===== config.mk =====
export PLATFORM = sky130hd
export DESIGN_NAME = i2m_top
export DESIGN_NICKNAME = d
export VERILOG_FILES = /design/src/shared/i2m_pkg.sv /design/src/hw/i2m_top.sv
export SDC_FILE = /design/constraint.sdc
export NUM_CORES = 1
export LEC_CHECK = 0
export BUFFER_PORTS_ARGS = -buffer_cell sky130_fd_sc_hd__buf_2
export CAP_MARGIN = 20
export CELL_PAD_IN_SITES_DETAIL_PLACEMENT = 1
export CELL_PAD_IN_SITES_GLOBAL_PLACEMENT = 1
export CORE_MARGIN = 2
export CORE_UTILIZATION = 51
export CTS_CLUSTER_DIAMETER = 200
export DETAILED_ROUTE_END_ITERATION = 8
export PLACE_DENSITY_LB_ADDON = 0.1
export SYNTH_ARGS = -nofsm -noshare
export SYNTH_HDL_FRONTEND = slang
export SYNTH_SLANG_ARGS = --single-unit

===== constraint.sdc =====
create_clock -name ref_clk -period 8.3 [get_ports ref_clk]
set_input_delay 1.245 -clock ref_clk [delete_from_list [all_inputs] [get_ports ref_clk]]
set_output_delay 1.245 -clock ref_clk [all_outputs]
set_load 0.05 [all_outputs]

===== src/shared/i2m_pkg.sv =====
// shared types and constants of the two-wire multi-master controller
// assumes a single 25 MHz core clock; two core clocks make one instruction cycle
package i2m_pkg;

    localparam int          BAUD_W     = 9;
    localparam int          DATA_W     = 8;
    localparam int          FIFO_DEPTH = 32;
    localparam logic [3:0]  BIT_DATA7  = 4'h7;
    localparam logic [3:0]  BIT_ACK    = 4'h8;
    localparam logic [4:0]  STEP_ACK   = 5'h10;
    localparam logic [4:0]  ADDR10_HI  = 5'h1E;

    // status word bit positions
    localparam int          STAT_TBF   = 0;
    localparam int          STAT_RSEL  = 2;
    localparam int          STAT_START = 3;
    localparam int          STAT_STOP  = 4;
    localparam int          STAT_A10   = 8;
    localparam int          STAT_BCL   = 10;
    localparam int          STAT_ACKST = 15;

    typedef enum logic [5:0] {
        M_IDLE   = 6'h01,
        M_START  = 6'h02,
        M_RSTART = 6'h04,
        M_STOP   = 6'h08,
        M_TX     = 6'h10,
        M_ACK    = 6'h20
    } i2m_mstate_t;

    typedef enum logic [4:0] {
        S_IDLE  = 5'h01,
        S_ADDR  = 5'h02,
        S_ADDR2 = 5'h04,
        S_RECV  = 5'h08,
        S_SEND  = 5'h10
    } i2m_sstate_t;

    typedef struct packed {
        logic start;
        logic rstart;
        logic stop;
        logic ack;
    } i2m_ctrl_t;

    typedef struct packed {
        logic bus_collision_flag;
        logic transmit_full_flag;
        logic start_seen;
        logic stop_seen;
        logic ack_status;
        logic addr10;
        logic read_sel;
    } i2m_status_t;

    typedef struct packed {
        logic              scl_s1;
        logic              scl_s2;
        logic              scl_p;
        logic              sda_s1;
        logic              sda_s2;
        logic              sda_p;
        logic              tcy;
        logic              hold_hi;
        logic [BAUD_W-1:0] baud;
        i2m_mstate_t       m;
        logic [4:0]        step;
        logic              chk;
        logic              m_scl;
        logic              m_sda;
        logic [7:0]        txb;
        i2m_ctrl_t         ctrl;
        i2m_status_t       st;
        logic              m_irq;
        logic              s_irq;
        i2m_sstate_t       s;
        logic [3:0]        sbit;
        logic [7:0]        rsr;
        logic [7:0]        sdx;
        logic              s_sda;
        logic              s_hold;
        logic              s_nack;
        logic              push;
        logic [7:0]        pdat;
        logic              scl_oe;
        logic              sda_oe;
    } i2m_top_state_t;

    localparam i2m_top_state_t TOP_RESET = '{m: M_IDLE, s: S_IDLE, default: '0};

endpackage


===== src/hw/i2m_top.sv =====
// two-wire bus controller: clock sync, arbitration, slave receive and reply
// assumes open-drain pads outside; scl_in/sda_in are asynchronous pins
//
// What this block does
// released clock freezes baud counter until high
// clock seen high reloads counter, counting resumes
// counter steps twice per cycle, rollover toggles clock
// clock release sampled once per instruction cycle
// clock low at rollover holds the counter
// after hold, rollover follows then toggles clock
// released data read low means collision
// collision sets status bit ten, master interrupt
// collision returns master to idle
// arbitration checked in every master event
// collision in byte: stop, clear full flag
// collision in event: abort, clear request bits
// software checks collision, restarts whole message
// software confirms idle bus before start
// lost start raises collision interrupt
// lost repeated start raises collision interrupt
// lost stop raises collision interrupt
// sync and arbitration always on, no setting
// start sets start-seen; stop sets stop-seen
// slave only answers, never begins transfers
// slave address seven or ten bits
// address match raises slave interrupt
// slave receive: ack, buffer byte, interrupt
// software loads reply byte for slave reads
// slave samples bits on clock rise
// open-drain drive, compare data while clock high
`timescale 1ns/100ps

module i2m_fifo #(
    parameter int WIDTH = i2m_pkg::DATA_W,
    parameter int DEPTH = i2m_pkg::FIFO_DEPTH
) (
    input  wire logic             ref_clk,
    input  wire logic             rst,
    input  wire logic             in_valid,
    input  wire logic [WIDTH-1:0] in_data,
    output logic                  in_ready,
    output logic                  out_valid,
    output logic      [WIDTH-1:0] out_data,
    input  wire logic             out_ready
);
    // pointers wrap naturally, so depth must be a power of two
    localparam int AW = $clog2(DEPTH);

    typedef struct packed {
        logic [AW-1:0]    wp;
        logic [AW-1:0]    rp;
        logic [AW:0]      cnt;
        logic             ov;
        logic [WIDTH-1:0] od;
    } i2m_fifo_state_t;

    i2m_fifo_state_t  q;
    i2m_fifo_state_t  next_q;
    logic [WIDTH-1:0] mem [DEPTH];
    logic             push;
    logic             pop;

    assign in_ready  = q.cnt != (AW+1)'(DEPTH);
    assign push      = in_valid && in_ready;
    assign out_valid = q.ov;
    assign out_data  = q.od;

    always_comb begin
        next_q = q;
        pop = 1'b0;
        if (push) begin
            next_q.wp = q.wp + 1'b1;
        end
        // output stage refills from memory whenever it is free or drained
        if (!q.ov || out_ready) begin
            if (q.cnt != '0) begin
                next_q.od = mem[q.rp];
                next_q.ov = 1'b1;
                next_q.rp = q.rp + 1'b1;
                pop = 1'b1;
            end else begin
                next_q.ov = 1'b0;
            end
        end
        if (push && !pop) begin
            next_q.cnt = q.cnt + 1'b1;
        end else if (!push && pop) begin
            next_q.cnt = q.cnt - 1'b1;
        end
    end

    always_ff @(posedge ref_clk or posedge rst) begin
        if (rst) begin
            q <= '0;
        end else begin
            q <= next_q;
        end
    end

    always_ff @(posedge ref_clk) begin
        if (push) begin
            mem[q.wp] <= in_data;
        end
    end
endmodule // i2m_fifo

module i2m_top (
    input  wire logic                          ref_clk,
    input  wire logic                          rst,
    input  wire logic                          enable,
    input  wire logic                          ten_bit_mode,
    input  wire logic [9:0]                    own_address,
    input  wire logic [i2m_pkg::BAUD_W-1:0]    baud_reload_value,
    input  wire i2m_pkg::i2m_ctrl_t            cmd,
    input  wire logic                          ack_data,
    input  wire logic                          tx_write,
    input  wire logic [7:0]                    tx_data,
    input  wire logic                          collision_clear,
    input  wire logic                          scl_in,
    input  wire logic                          sda_in,
    output logic                               scl_out,
    output logic                               scl_oe,
    output logic                               sda_out,
    output logic                               sda_oe,
    output i2m_pkg::i2m_ctrl_t                 bus_control_register,
    output logic [15:0]                        bus_status_register,
    output logic                               master_irq,
    output logic                               slave_irq,
    output logic                               rx_valid,
    output logic [7:0]                         rx_data,
    input  wire logic                          rx_ready
);
    i2m_pkg::i2m_top_state_t q;
    i2m_pkg::i2m_top_state_t next_q;
    logic                    fifo_ready;
    logic                    scl_hi;
    logic                    sda_hi;
    logic                    tick;
    logic                    coll;
    logic                    done;
    logic                    scl_rise;
    logic                    scl_fall;

    assign scl_hi = q.scl_s2;
    assign sda_hi = q.sda_s2;
    assign scl_rise = scl_hi && !q.scl_p;
    assign scl_fall = !scl_hi && q.scl_p;

    // pins only ever pull low; the enables carry the drive
    assign scl_out = 1'b0;
    assign sda_out = 1'b0;
    assign scl_oe = q.scl_oe;
    assign sda_oe = q.sda_oe;
    assign bus_control_register = q.ctrl;
    assign master_irq = q.m_irq;
    assign slave_irq = q.s_irq;

    always_comb begin
        bus_status_register = '0;
        bus_status_register[i2m_pkg::STAT_TBF] = q.st.transmit_full_flag;
        bus_status_register[i2m_pkg::STAT_RSEL] = q.st.read_sel;
        bus_status_register[i2m_pkg::STAT_START] = q.st.start_seen;
        bus_status_register[i2m_pkg::STAT_STOP] = q.st.stop_seen;
        bus_status_register[i2m_pkg::STAT_A10] = q.st.addr10;
        bus_status_register[i2m_pkg::STAT_BCL] = q.st.bus_collision_flag;
        bus_status_register[i2m_pkg::STAT_ACKST] = q.st.ack_status;
    end

    always_comb begin
        next_q = q;
        tick = 1'b0;
        coll = 1'b0;
        done = 1'b0;
        next_q.m_irq = 1'b0;
        next_q.s_irq = 1'b0;
        next_q.scl_s1 = scl_in;
        next_q.scl_s2 = q.scl_s1;
        next_q.scl_p = q.scl_s2;
        next_q.sda_s1 = sda_in;
        next_q.sda_s2 = q.sda_s1;
        next_q.sda_p = q.sda_s2;
        next_q.tcy = ~q.tcy;

        // baud counter; clock sync runs in every master event, no mode bit
        if (q.m == i2m_pkg::M_IDLE) begin
            next_q.baud = baud_reload_value;
            next_q.hold_hi = 1'b0;
        end else if (!q.m_scl && !scl_hi) begin
            next_q.hold_hi = 1'b1;
        end else if (q.hold_hi) begin
            if (q.tcy) begin
                next_q.baud = baud_reload_value;
                next_q.hold_hi = 1'b0;
            end
        end else if (q.baud == '0) begin
            tick = 1'b1;
            next_q.baud = baud_reload_value;
        end else begin
            next_q.baud = q.baud - 1'b1;
        end

        // writes while the buffer is full are dropped
        if (tx_write && !q.st.transmit_full_flag) begin
            next_q.txb = tx_data;
            next_q.st.transmit_full_flag = 1'b1;
        end

        case (q.m)
            i2m_pkg::M_IDLE: begin
                if (enable) begin
                    if (cmd.start) begin
                        next_q.m = i2m_pkg::M_START;
                        next_q.step = '0;
                        next_q.ctrl.start = 1'b1;
                        next_q.m_sda = 1'b0;
                        next_q.m_scl = 1'b0;
                    end else if (cmd.rstart) begin
                        next_q.m = i2m_pkg::M_RSTART;
                        next_q.step = '0;
                        next_q.ctrl.rstart = 1'b1;
                        next_q.m_sda = 1'b0;
                    end else if (cmd.stop) begin
                        next_q.m = i2m_pkg::M_STOP;
                        next_q.step = '0;
                        next_q.ctrl.stop = 1'b1;
                        next_q.m_sda = 1'b1;
                    end else if (cmd.ack) begin
                        next_q.m = i2m_pkg::M_ACK;
                        next_q.step = i2m_pkg::STEP_ACK;
                        next_q.ctrl.ack = 1'b1;
                        next_q.chk = 1'b1;
                        next_q.m_sda = ~ack_data;
                    end else if (q.st.transmit_full_flag && q.s != i2m_pkg::S_SEND) begin
                        next_q.m = i2m_pkg::M_TX;
                        next_q.step = '0;
                        next_q.chk = 1'b1;
                        next_q.m_sda = ~q.txb[7];
                    end
                end
            end
            i2m_pkg::M_START: begin
                if (tick) begin
                    if (q.step == '0) begin
                        if (!sda_hi || !scl_hi) begin
                            coll = 1'b1;
                        end else begin
                            next_q.m_sda = 1'b1;
                            next_q.step = 5'h01;
                        end
                    end else begin
                        next_q.m_scl = 1'b1;
                        done = 1'b1;
                    end
                end
            end
            i2m_pkg::M_RSTART: begin
                if (tick) begin
                    if (q.step == '0) begin
                        next_q.m_scl = 1'b0;
                        next_q.step = 5'h01;
                    end else if (q.step == 5'h01) begin
                        if (!sda_hi) begin
                            coll = 1'b1;
                        end else begin
                            next_q.m_sda = 1'b1;
                            next_q.step = 5'h02;
                        end
                    end else begin
                        next_q.m_scl = 1'b1;
                        done = 1'b1;
                    end
                end
            end
            i2m_pkg::M_STOP: begin
                if (tick) begin
                    if (q.step == '0) begin
                        next_q.m_scl = 1'b0;
                        next_q.step = 5'h01;
                    end else if (q.step == 5'h01) begin
                        next_q.m_sda = 1'b0;
                        next_q.step = 5'h02;
                    end else if (!sda_hi || !scl_hi) begin
                        coll = 1'b1;
                    end else begin
                        done = 1'b1;
                    end
                end
            end
            i2m_pkg::M_TX, i2m_pkg::M_ACK: begin
                // even step: clock low half; odd step: clock high half
                if (tick) begin
                    if (!q.step[0]) begin
                        next_q.m_scl = 1'b0;
                        next_q.step = q.step + 1'b1;
                    end else if (q.chk && !q.m_sda && !sda_hi) begin
                        coll = 1'b1;
                    end else if (q.step[4:1] == i2m_pkg::BIT_ACK) begin
                        if (q.m == i2m_pkg::M_TX) begin
                            next_q.st.ack_status = sda_hi;
                            next_q.st.transmit_full_flag = 1'b0;
                        end
                        next_q.m_scl = 1'b1;
                        next_q.m_sda = 1'b0;
                        done = 1'b1;
                    end else begin
                        next_q.m_scl = 1'b1;
                        next_q.txb = {q.txb[6:0], 1'b0};
                        next_q.step = q.step + 1'b1;
                        next_q.chk = q.step[4:1] != i2m_pkg::BIT_DATA7;
                        next_q.m_sda = (q.step[4:1] == i2m_pkg::BIT_DATA7) ? 1'b0 : ~q.txb[6];
                    end
                end
            end
            default: begin
                next_q.m = i2m_pkg::M_IDLE;
            end
        endcase

        // a collision arriving with a software clear still wins
        if (collision_clear) begin
            next_q.st.bus_collision_flag = 1'b0;
        end
        if (coll) begin
            next_q.st.bus_collision_flag = 1'b1;
            next_q.m_irq = 1'b1;
            next_q.m = i2m_pkg::M_IDLE;
            next_q.ctrl = '0;
            next_q.m_scl = 1'b0;
            next_q.m_sda = 1'b0;
            if (q.m == i2m_pkg::M_TX) begin
                next_q.st.transmit_full_flag = 1'b0;
            end
        end
        if (done) begin
            next_q.m = i2m_pkg::M_IDLE;
            next_q.ctrl = '0;
            next_q.m_irq = 1'b1;
        end

        // slave side
        if (q.push && fifo_ready) begin
            next_q.push = 1'b0;
        end
        if (!enable) begin
            next_q.st.start_seen = 1'b0;
            next_q.st.stop_seen = 1'b0;
            next_q.s = i2m_pkg::S_IDLE;
            next_q.s_sda = 1'b0;
            next_q.s_hold = 1'b0;
        end else if (scl_hi && q.scl_p && q.sda_p != sda_hi) begin
            next_q.st.start_seen = !sda_hi;
            next_q.st.stop_seen = sda_hi;
            next_q.s = sda_hi ? i2m_pkg::S_IDLE : i2m_pkg::S_ADDR;
            next_q.sbit = '0;
            next_q.s_sda = 1'b0;
            next_q.s_hold = 1'b0;
            if (sda_hi) begin
                next_q.st.addr10 = 1'b0;
            end
        end else if (q.s != i2m_pkg::S_IDLE) begin
            if (scl_rise) begin
                if (q.sbit < i2m_pkg::BIT_ACK) begin
                    next_q.rsr = {q.rsr[6:0], sda_hi};
                end else begin
                    next_q.s_nack = sda_hi;
                end
                next_q.sbit = q.sbit + 1'b1;
            end else if (scl_fall) begin
                if (q.sbit == i2m_pkg::BIT_ACK) begin
                    case (q.s)
                        i2m_pkg::S_ADDR: begin
                            next_q.s = i2m_pkg::S_IDLE;
                            if (ten_bit_mode) begin
                                if (q.rsr[7:3] == i2m_pkg::ADDR10_HI && q.rsr[2:1] == own_address[9:8]) begin
                                    if (!q.rsr[0]) begin
                                        next_q.s = i2m_pkg::S_ADDR2;
                                        next_q.s_sda = 1'b1;
                                        next_q.s_irq = 1'b1;
                                    end else if (q.st.addr10) begin
                                        next_q.s = i2m_pkg::S_SEND;
                                        next_q.st.read_sel = 1'b1;
                                        next_q.s_sda = 1'b1;
                                        next_q.s_irq = 1'b1;
                                    end
                                end
                            end else if (q.rsr[7:1] == own_address[6:0]) begin
                                next_q.s = q.rsr[0] ? i2m_pkg::S_SEND : i2m_pkg::S_RECV;
                                next_q.st.read_sel = q.rsr[0];
                                next_q.s_sda = 1'b1;
                                next_q.s_irq = 1'b1;
                            end
                        end
                        i2m_pkg::S_ADDR2: begin
                            if (q.rsr == own_address[7:0]) begin
                                next_q.s = i2m_pkg::S_RECV;
                                next_q.st.addr10 = 1'b1;
                                next_q.st.read_sel = 1'b0;
                                next_q.s_sda = 1'b1;
                                next_q.s_irq = 1'b1;
                            end else begin
                                next_q.s = i2m_pkg::S_IDLE;
                            end
                        end
                        i2m_pkg::S_RECV: begin
                            next_q.push = 1'b1;
                            next_q.pdat = q.rsr;
                            next_q.s_sda = 1'b1;
                            next_q.s_irq = 1'b1;
                        end
                        default: begin
                            next_q.s_sda = 1'b0;
                        end
                    endcase
                end else if (q.sbit > i2m_pkg::BIT_ACK) begin
                    next_q.s_sda = 1'b0;
                    next_q.sbit = '0;
                    if (q.s == i2m_pkg::S_SEND) begin
                        if (q.s_nack) begin
                            next_q.s = i2m_pkg::S_IDLE;
                        end else begin
                            next_q.s_hold = 1'b1;
                        end
                    end
                end else if (q.s == i2m_pkg::S_SEND && q.sbit != '0) begin
                    next_q.s_sda = ~q.sdx[6];
                    next_q.sdx = {q.sdx[6:0], 1'b0};
                end
            end
            // clock held low until software supplies the reply byte
            if (q.s_hold && q.st.transmit_full_flag) begin
                next_q.sdx = q.txb;
                next_q.st.transmit_full_flag = 1'b0;
                next_q.s_sda = ~q.txb[7];
                next_q.s_hold = 1'b0;
            end
        end

        // a full receive buffer stretches the clock rather than losing a byte
        next_q.scl_oe = next_q.m_scl | next_q.s_hold | (next_q.push & ~fifo_ready);
        next_q.sda_oe = next_q.m_sda | next_q.s_sda;
    end

    always_ff @(posedge ref_clk or posedge rst) begin
        if (rst) begin
            q <= i2m_pkg::TOP_RESET;
        end else begin
            q <= next_q;
        end
    end

    i2m_fifo #(
        .WIDTH (i2m_pkg::DATA_W),
        .DEPTH (i2m_pkg::FIFO_DEPTH)
    ) u_rx_fifo (
        .ref_clk   (ref_clk),
        .rst       (rst),
        .in_valid  (q.push),
        .in_data   (q.pdat),
        .in_ready  (fifo_ready),
        .out_valid (rx_valid),
        .out_data  (rx_data),
        .out_ready (rx_ready)
    );
endmodule // i2m_top


==> results.md <==
- The Yosys step of the flow raised 0 warnings.
- The number of maximum-capacitance constraint violations is 0.
- In this run the cell area of the synthesized design comes to 16500 um^2.
- In this design, the stage delay of the slowest critical-path cell is 0.54 ns.
- The start-to-end type of the worst setup path is in2reg.
- The share of synthesized flip-flops with an asynchronous set or reset is 0.310.
- The floorplan step set the die height to 184 um.
- IR analysis of the VDD net gives a maximum drop of 225 uV.
- STA classifies the critical path endpoint as a flop.
- In this run the core area contains 65 standard-cell rows.
- The initial utilization of the core area, before any placement, comes to 0.520.
- The all-layer global routing usage is 0.235.
- The area added between synthesis and finish is 11.4%.
- The count of buffers from port buffering is 64.
- The ratio of total power to cell area is 269 nW/um^2.
- The maximum clock skew at final layout is 0.0227 ns.
- The fraction of final layout cells with drive strength greater than 1 is 0.223.
- Entering global routing, the biggest net connects 69 pins.
- The CTS sink count is 371.
- The final estimated routing congestion in global placement is 0.825.
- The number of distinct library cells after synthesis is 82.
- The run finished with clean final reports.
- The highest attainable clock frequency is 257 MHz.
- The leading area contributor after synthesis is sky130_fd_sc_hd__edfxtp_1.
- Summed over all cells, the static leakage comes to 5.95 nW.
- The first global-routing pass estimated 60600 um of wire.
- Setup repair after global routing left no endpoint under its margin.
- The clock latency of the later-clocked register in the worst-skew pair is 0.55 ns.
- The clock passes through at most 3 buffers.
- For this run, the share of the core covered by cells in the final layout is 0.580.
- Among all stages on the critical path, the largest delay is contributed by sky130_fd_sc_hd__clkinv_1.
- TritonCTS built the clock tree.
- The initial antenna violation count came to 0.
- After routing, the total negative slack on setup checks comes to 0 ns.
- The number of hold buffers added after CTS is 0.
- For the worst setup path, the data arrival time is 4.29 ns.
- The minimum period implied by the final worst setup slack is 3.89 ns.
- The total vias in the final route is 9506.
- The count of buffers added by post-CTS timing repair for setup is 0.
- The max-slew headroom at the worst pin is 0.340.
- Of all nets on the critical path, the largest fanout is 19.
- The die is 184 um wide.
- The path class of the tightest hold or removal check is reg2reg.
- The ratio of routed vias to standard cells is 5.97.
- The number of inserted filler cells in the final layout is 2994.
- The CTS buffer count is 40.
- The aggregate routed wire length is 38400 um.
- The worst setup path is launched from an input pin.
- The H-tree generated during clock tree synthesis spans 2 levels.
- The clock transition at the register clock pins on the worst setup and hold paths after CTS is 0.06 ns.
- The measured slew at the worst slew-check pin is 0.985 ns.
- In this run the worst setup path begins at rx_ready.
- The number of hold violations in the final report was 0.
- The number of global-route vias before repair is 10300.
- The library cell used most frequently in the layout, excluding fill and tap cells, is sky130_fd_sc_hd__edfxtp_1.
- The library cells used most frequently in the layout, excluding fill and tap cells, are 256 x sky130_fd_sc_hd__edfxtp_1, 111 x sky130_fd_sc_hd__dfrtp_1, 88 x sky130_fd_sc_hd__nor2_1.
- The number of antenna diodes in the final layout is 0.
- For this design the top-level I/O count stands at 76.
- The number of failing setup endpoints in the final timing report is 0.
- Dividing the synthesized area by the synthesized cell count gives 14.9 um^2.
- The share of the Yosys chip area taken by registers is 0.640.
- Yosys mapped a number of flops with a built-in enable equal to 256.
- The total number of nets in the final design is 1222.
- The number of search-and-repair iterations in the first detailed-routing pass is 4.
- After global routing the overflow that remains totals 0.
- The origin of the worst min-delay path is next_q[86].
- The placeable core region is 31700 um^2.
- Once routing completed, OpenROAD measured the worst setup slack at 4.41 ns.
- The final max-slew violation count is 0.
- The required time of the critical path is 8.71 ns.
- The most used flip-flop cell after synthesis is sky130_fd_sc_hd__edfxtp_1.
- The count of nets left with antenna violations once routing finished came out at 0.
- In the post-synthesis netlist, the biggest area contributors are sky130_fd_sc_hd__edfxtp_1 47%, sky130_fd_sc_hd__dfrtp_1 17%, sky130_fd_sc_hd__mux4_2 11%.
- The number of gates resized after CTS was 0.
- The total design power is 0.00495 W.
- The share of synthesized area in the top cell type comes to 0.466.
- The routed wire length per instance is 24.2 um.
- After the first detailed-routing iteration, the DRC count stood at 631.
- The root buffer cell is sky130_fd_sc_hd__clkbuf_16.
- The number of instances in the synthesized netlist is 1110.
- The signal on the critical path passes through buf_2, nand2b_1, nor2b_1, clkinv_1, ha_1, inv_1, ha_1, a21o_1, a21oi_1, o21bai_1, a21oi_1, xnor2_1, nor2_1, xor2_1.
- The flop and latch count out of synthesis is 371.
- Detailed placement ended at an HPWL of 24900 um.
- The count of unresolved DRC violations after routing is 0.
- The startpoint identified for the worst register-to-register timing path is u_rx_fifo.q[9].
- The die covers 33800 um^2.
- Prior to clock tree synthesis, the placed netlist has a worst setup slack of 3.93 ns.
- The period utilization is 0.468.
-- through the flow --
step | instance area (um^2) | cells | hold slack [ns]
floorplan | 16500 | 1120 | 0.331
CTS | 18200 | 1583 | 0.355
finish | 18400 | 1591 | 0.351
global placement | 17000 | 1511 | 0.333
detailed placement | 17000 | 1512 | 0.342
global route | 18400 | 1591 | 0.365
-- where the power goes --
| group | internal [W] | leakage, nW | switching, W |
|---|---|---|---|
| registers | 0.00206 | 3.20 | 0.000224 |
| logic | 0.000410 | 2.15 | 0.000553 |
| clock network | 0.000978 | 0.593 | 0.000727 |
| total | 0.00345 | 5.95 | 0.00150 |
-- flip-flops by register name, summed over array words and instances, names as in the netlist --
signal / flops
u_rx_fifo.out_data: 8
scl_hi: 1
u_rx_fifo.mem: 256
q: 71
bus_control_register: 4
sda_oe: 1
scl_oe: 1
u_rx_fifo.out_valid: 1
slave_irq: 1
u_rx_fifo.q: 16
sda_hi: 1
next_q: 2
master_irq: 1
bus_status_register: 7
-- area by class of cell --
| class | count | area [um^2] | area share |
|---|---|---|---|
| flip-flops and latches | 371 | 10600 | 0.575 |
| repair buffers | 79 | 566 | 0.0307 |
| clock inverters | 13 | 138 | 0.00748 |
| clock buffers | 58 | 1090 | 0.0592 |
| inverters | 28 | 108 | 0.00585 |
| well taps | 402 | 503 | 0.0273 |
| multi-input cells | 640 | 5420 | 0.295 |
-- path summary, 6_finish.rpt --
| check | cells after the start | endpoint | slack, ns |
|---|---|---|---|
| worst max-delay path | 14 | u_rx_fifo.q[14] | 4.41 |
| worst min-delay path | 0 | sda_hi | 0.35 |
| worst max register to register | 15 | u_rx_fifo.q[14] | 4.67 |
| worst min register to register | 0 | sda_hi | 0.35 |
| max in group asynchronous | 3 | u_rx_fifo.q[15] | 6.06 |
| min in group asynchronous | 2 | master_irq | 0.79 |
-- Yosys cell counts (20+ instances only) --
| cell | instances |
|---|---|
| sky130_fd_sc_hd__nand2_1 | 63 |
| sky130_fd_sc_hd__dfrtp_1 | 113 |
| sky130_fd_sc_hd__mux4_2 | 80 |
| sky130_fd_sc_hd__nor2_1 | 88 |
| sky130_fd_sc_hd__o21ai_0 | 42 |
| sky130_fd_sc_hd__clkbuf_1 | 27 |
| sky130_fd_sc_hd__edfxtp_1 | 256 |
| sky130_fd_sc_hd__buf_4 | 30 |
| sky130_fd_sc_hd__mux2_2 | 24 |
| sky130_fd_sc_hd__inv_1 | 27 |
| sky130_fd_sc_hd__a21oi_1 | 47 |
| sky130_fd_sc_hd__ha_1 | 20 |
| sky130_fd_sc_hd__nand3_1 | 20 |
| sky130_fd_sc_hd__nor3_1 | 20 |
-- layer usage --
metal / up-vias / share of wire / track usage
met5: - / 0 / 0
met3: 56 / 0.039 / 0.0347
met2: 196 / 0.50 / 0.394
li1: 4309 / - / -
met1: 4945 / 0.44 / 0.321
met4: 0 / 0.020 / 0.0710
-- cells by family (layout without fill, tap and decap cells) --
kind of cell,Yosys count,count (layout),synth area share
AOI/OAI and AO/OA,165,165,0.0647
muxes,121,121,0.136
and+or+nand+nor,285,285,0.0886
DFF,371,371,0.640
other,1,11,0.000227
buffers and inverters,109,178,0.0341
xor gates and xnor gates,37,37,0.0196
adders and majority gates,21,21,0.0164
-- worst max-delay path, delay by kind of cell --
| family | cells | cell delay, ns |
|---|---|---|
| AO/OA/AOI/OAI | 4 | 0.70 |
| XOR/XNOR | 2 | 0.30 |
| adder cells (fa/ha/maj) | 2 | 0.73 |
| buffers and inverters | 3 | 0.82 |
| AND/OR/NAND/NOR | 3 | 0.50 |
No activity file was read; power rests on OpenSTA's default activity.
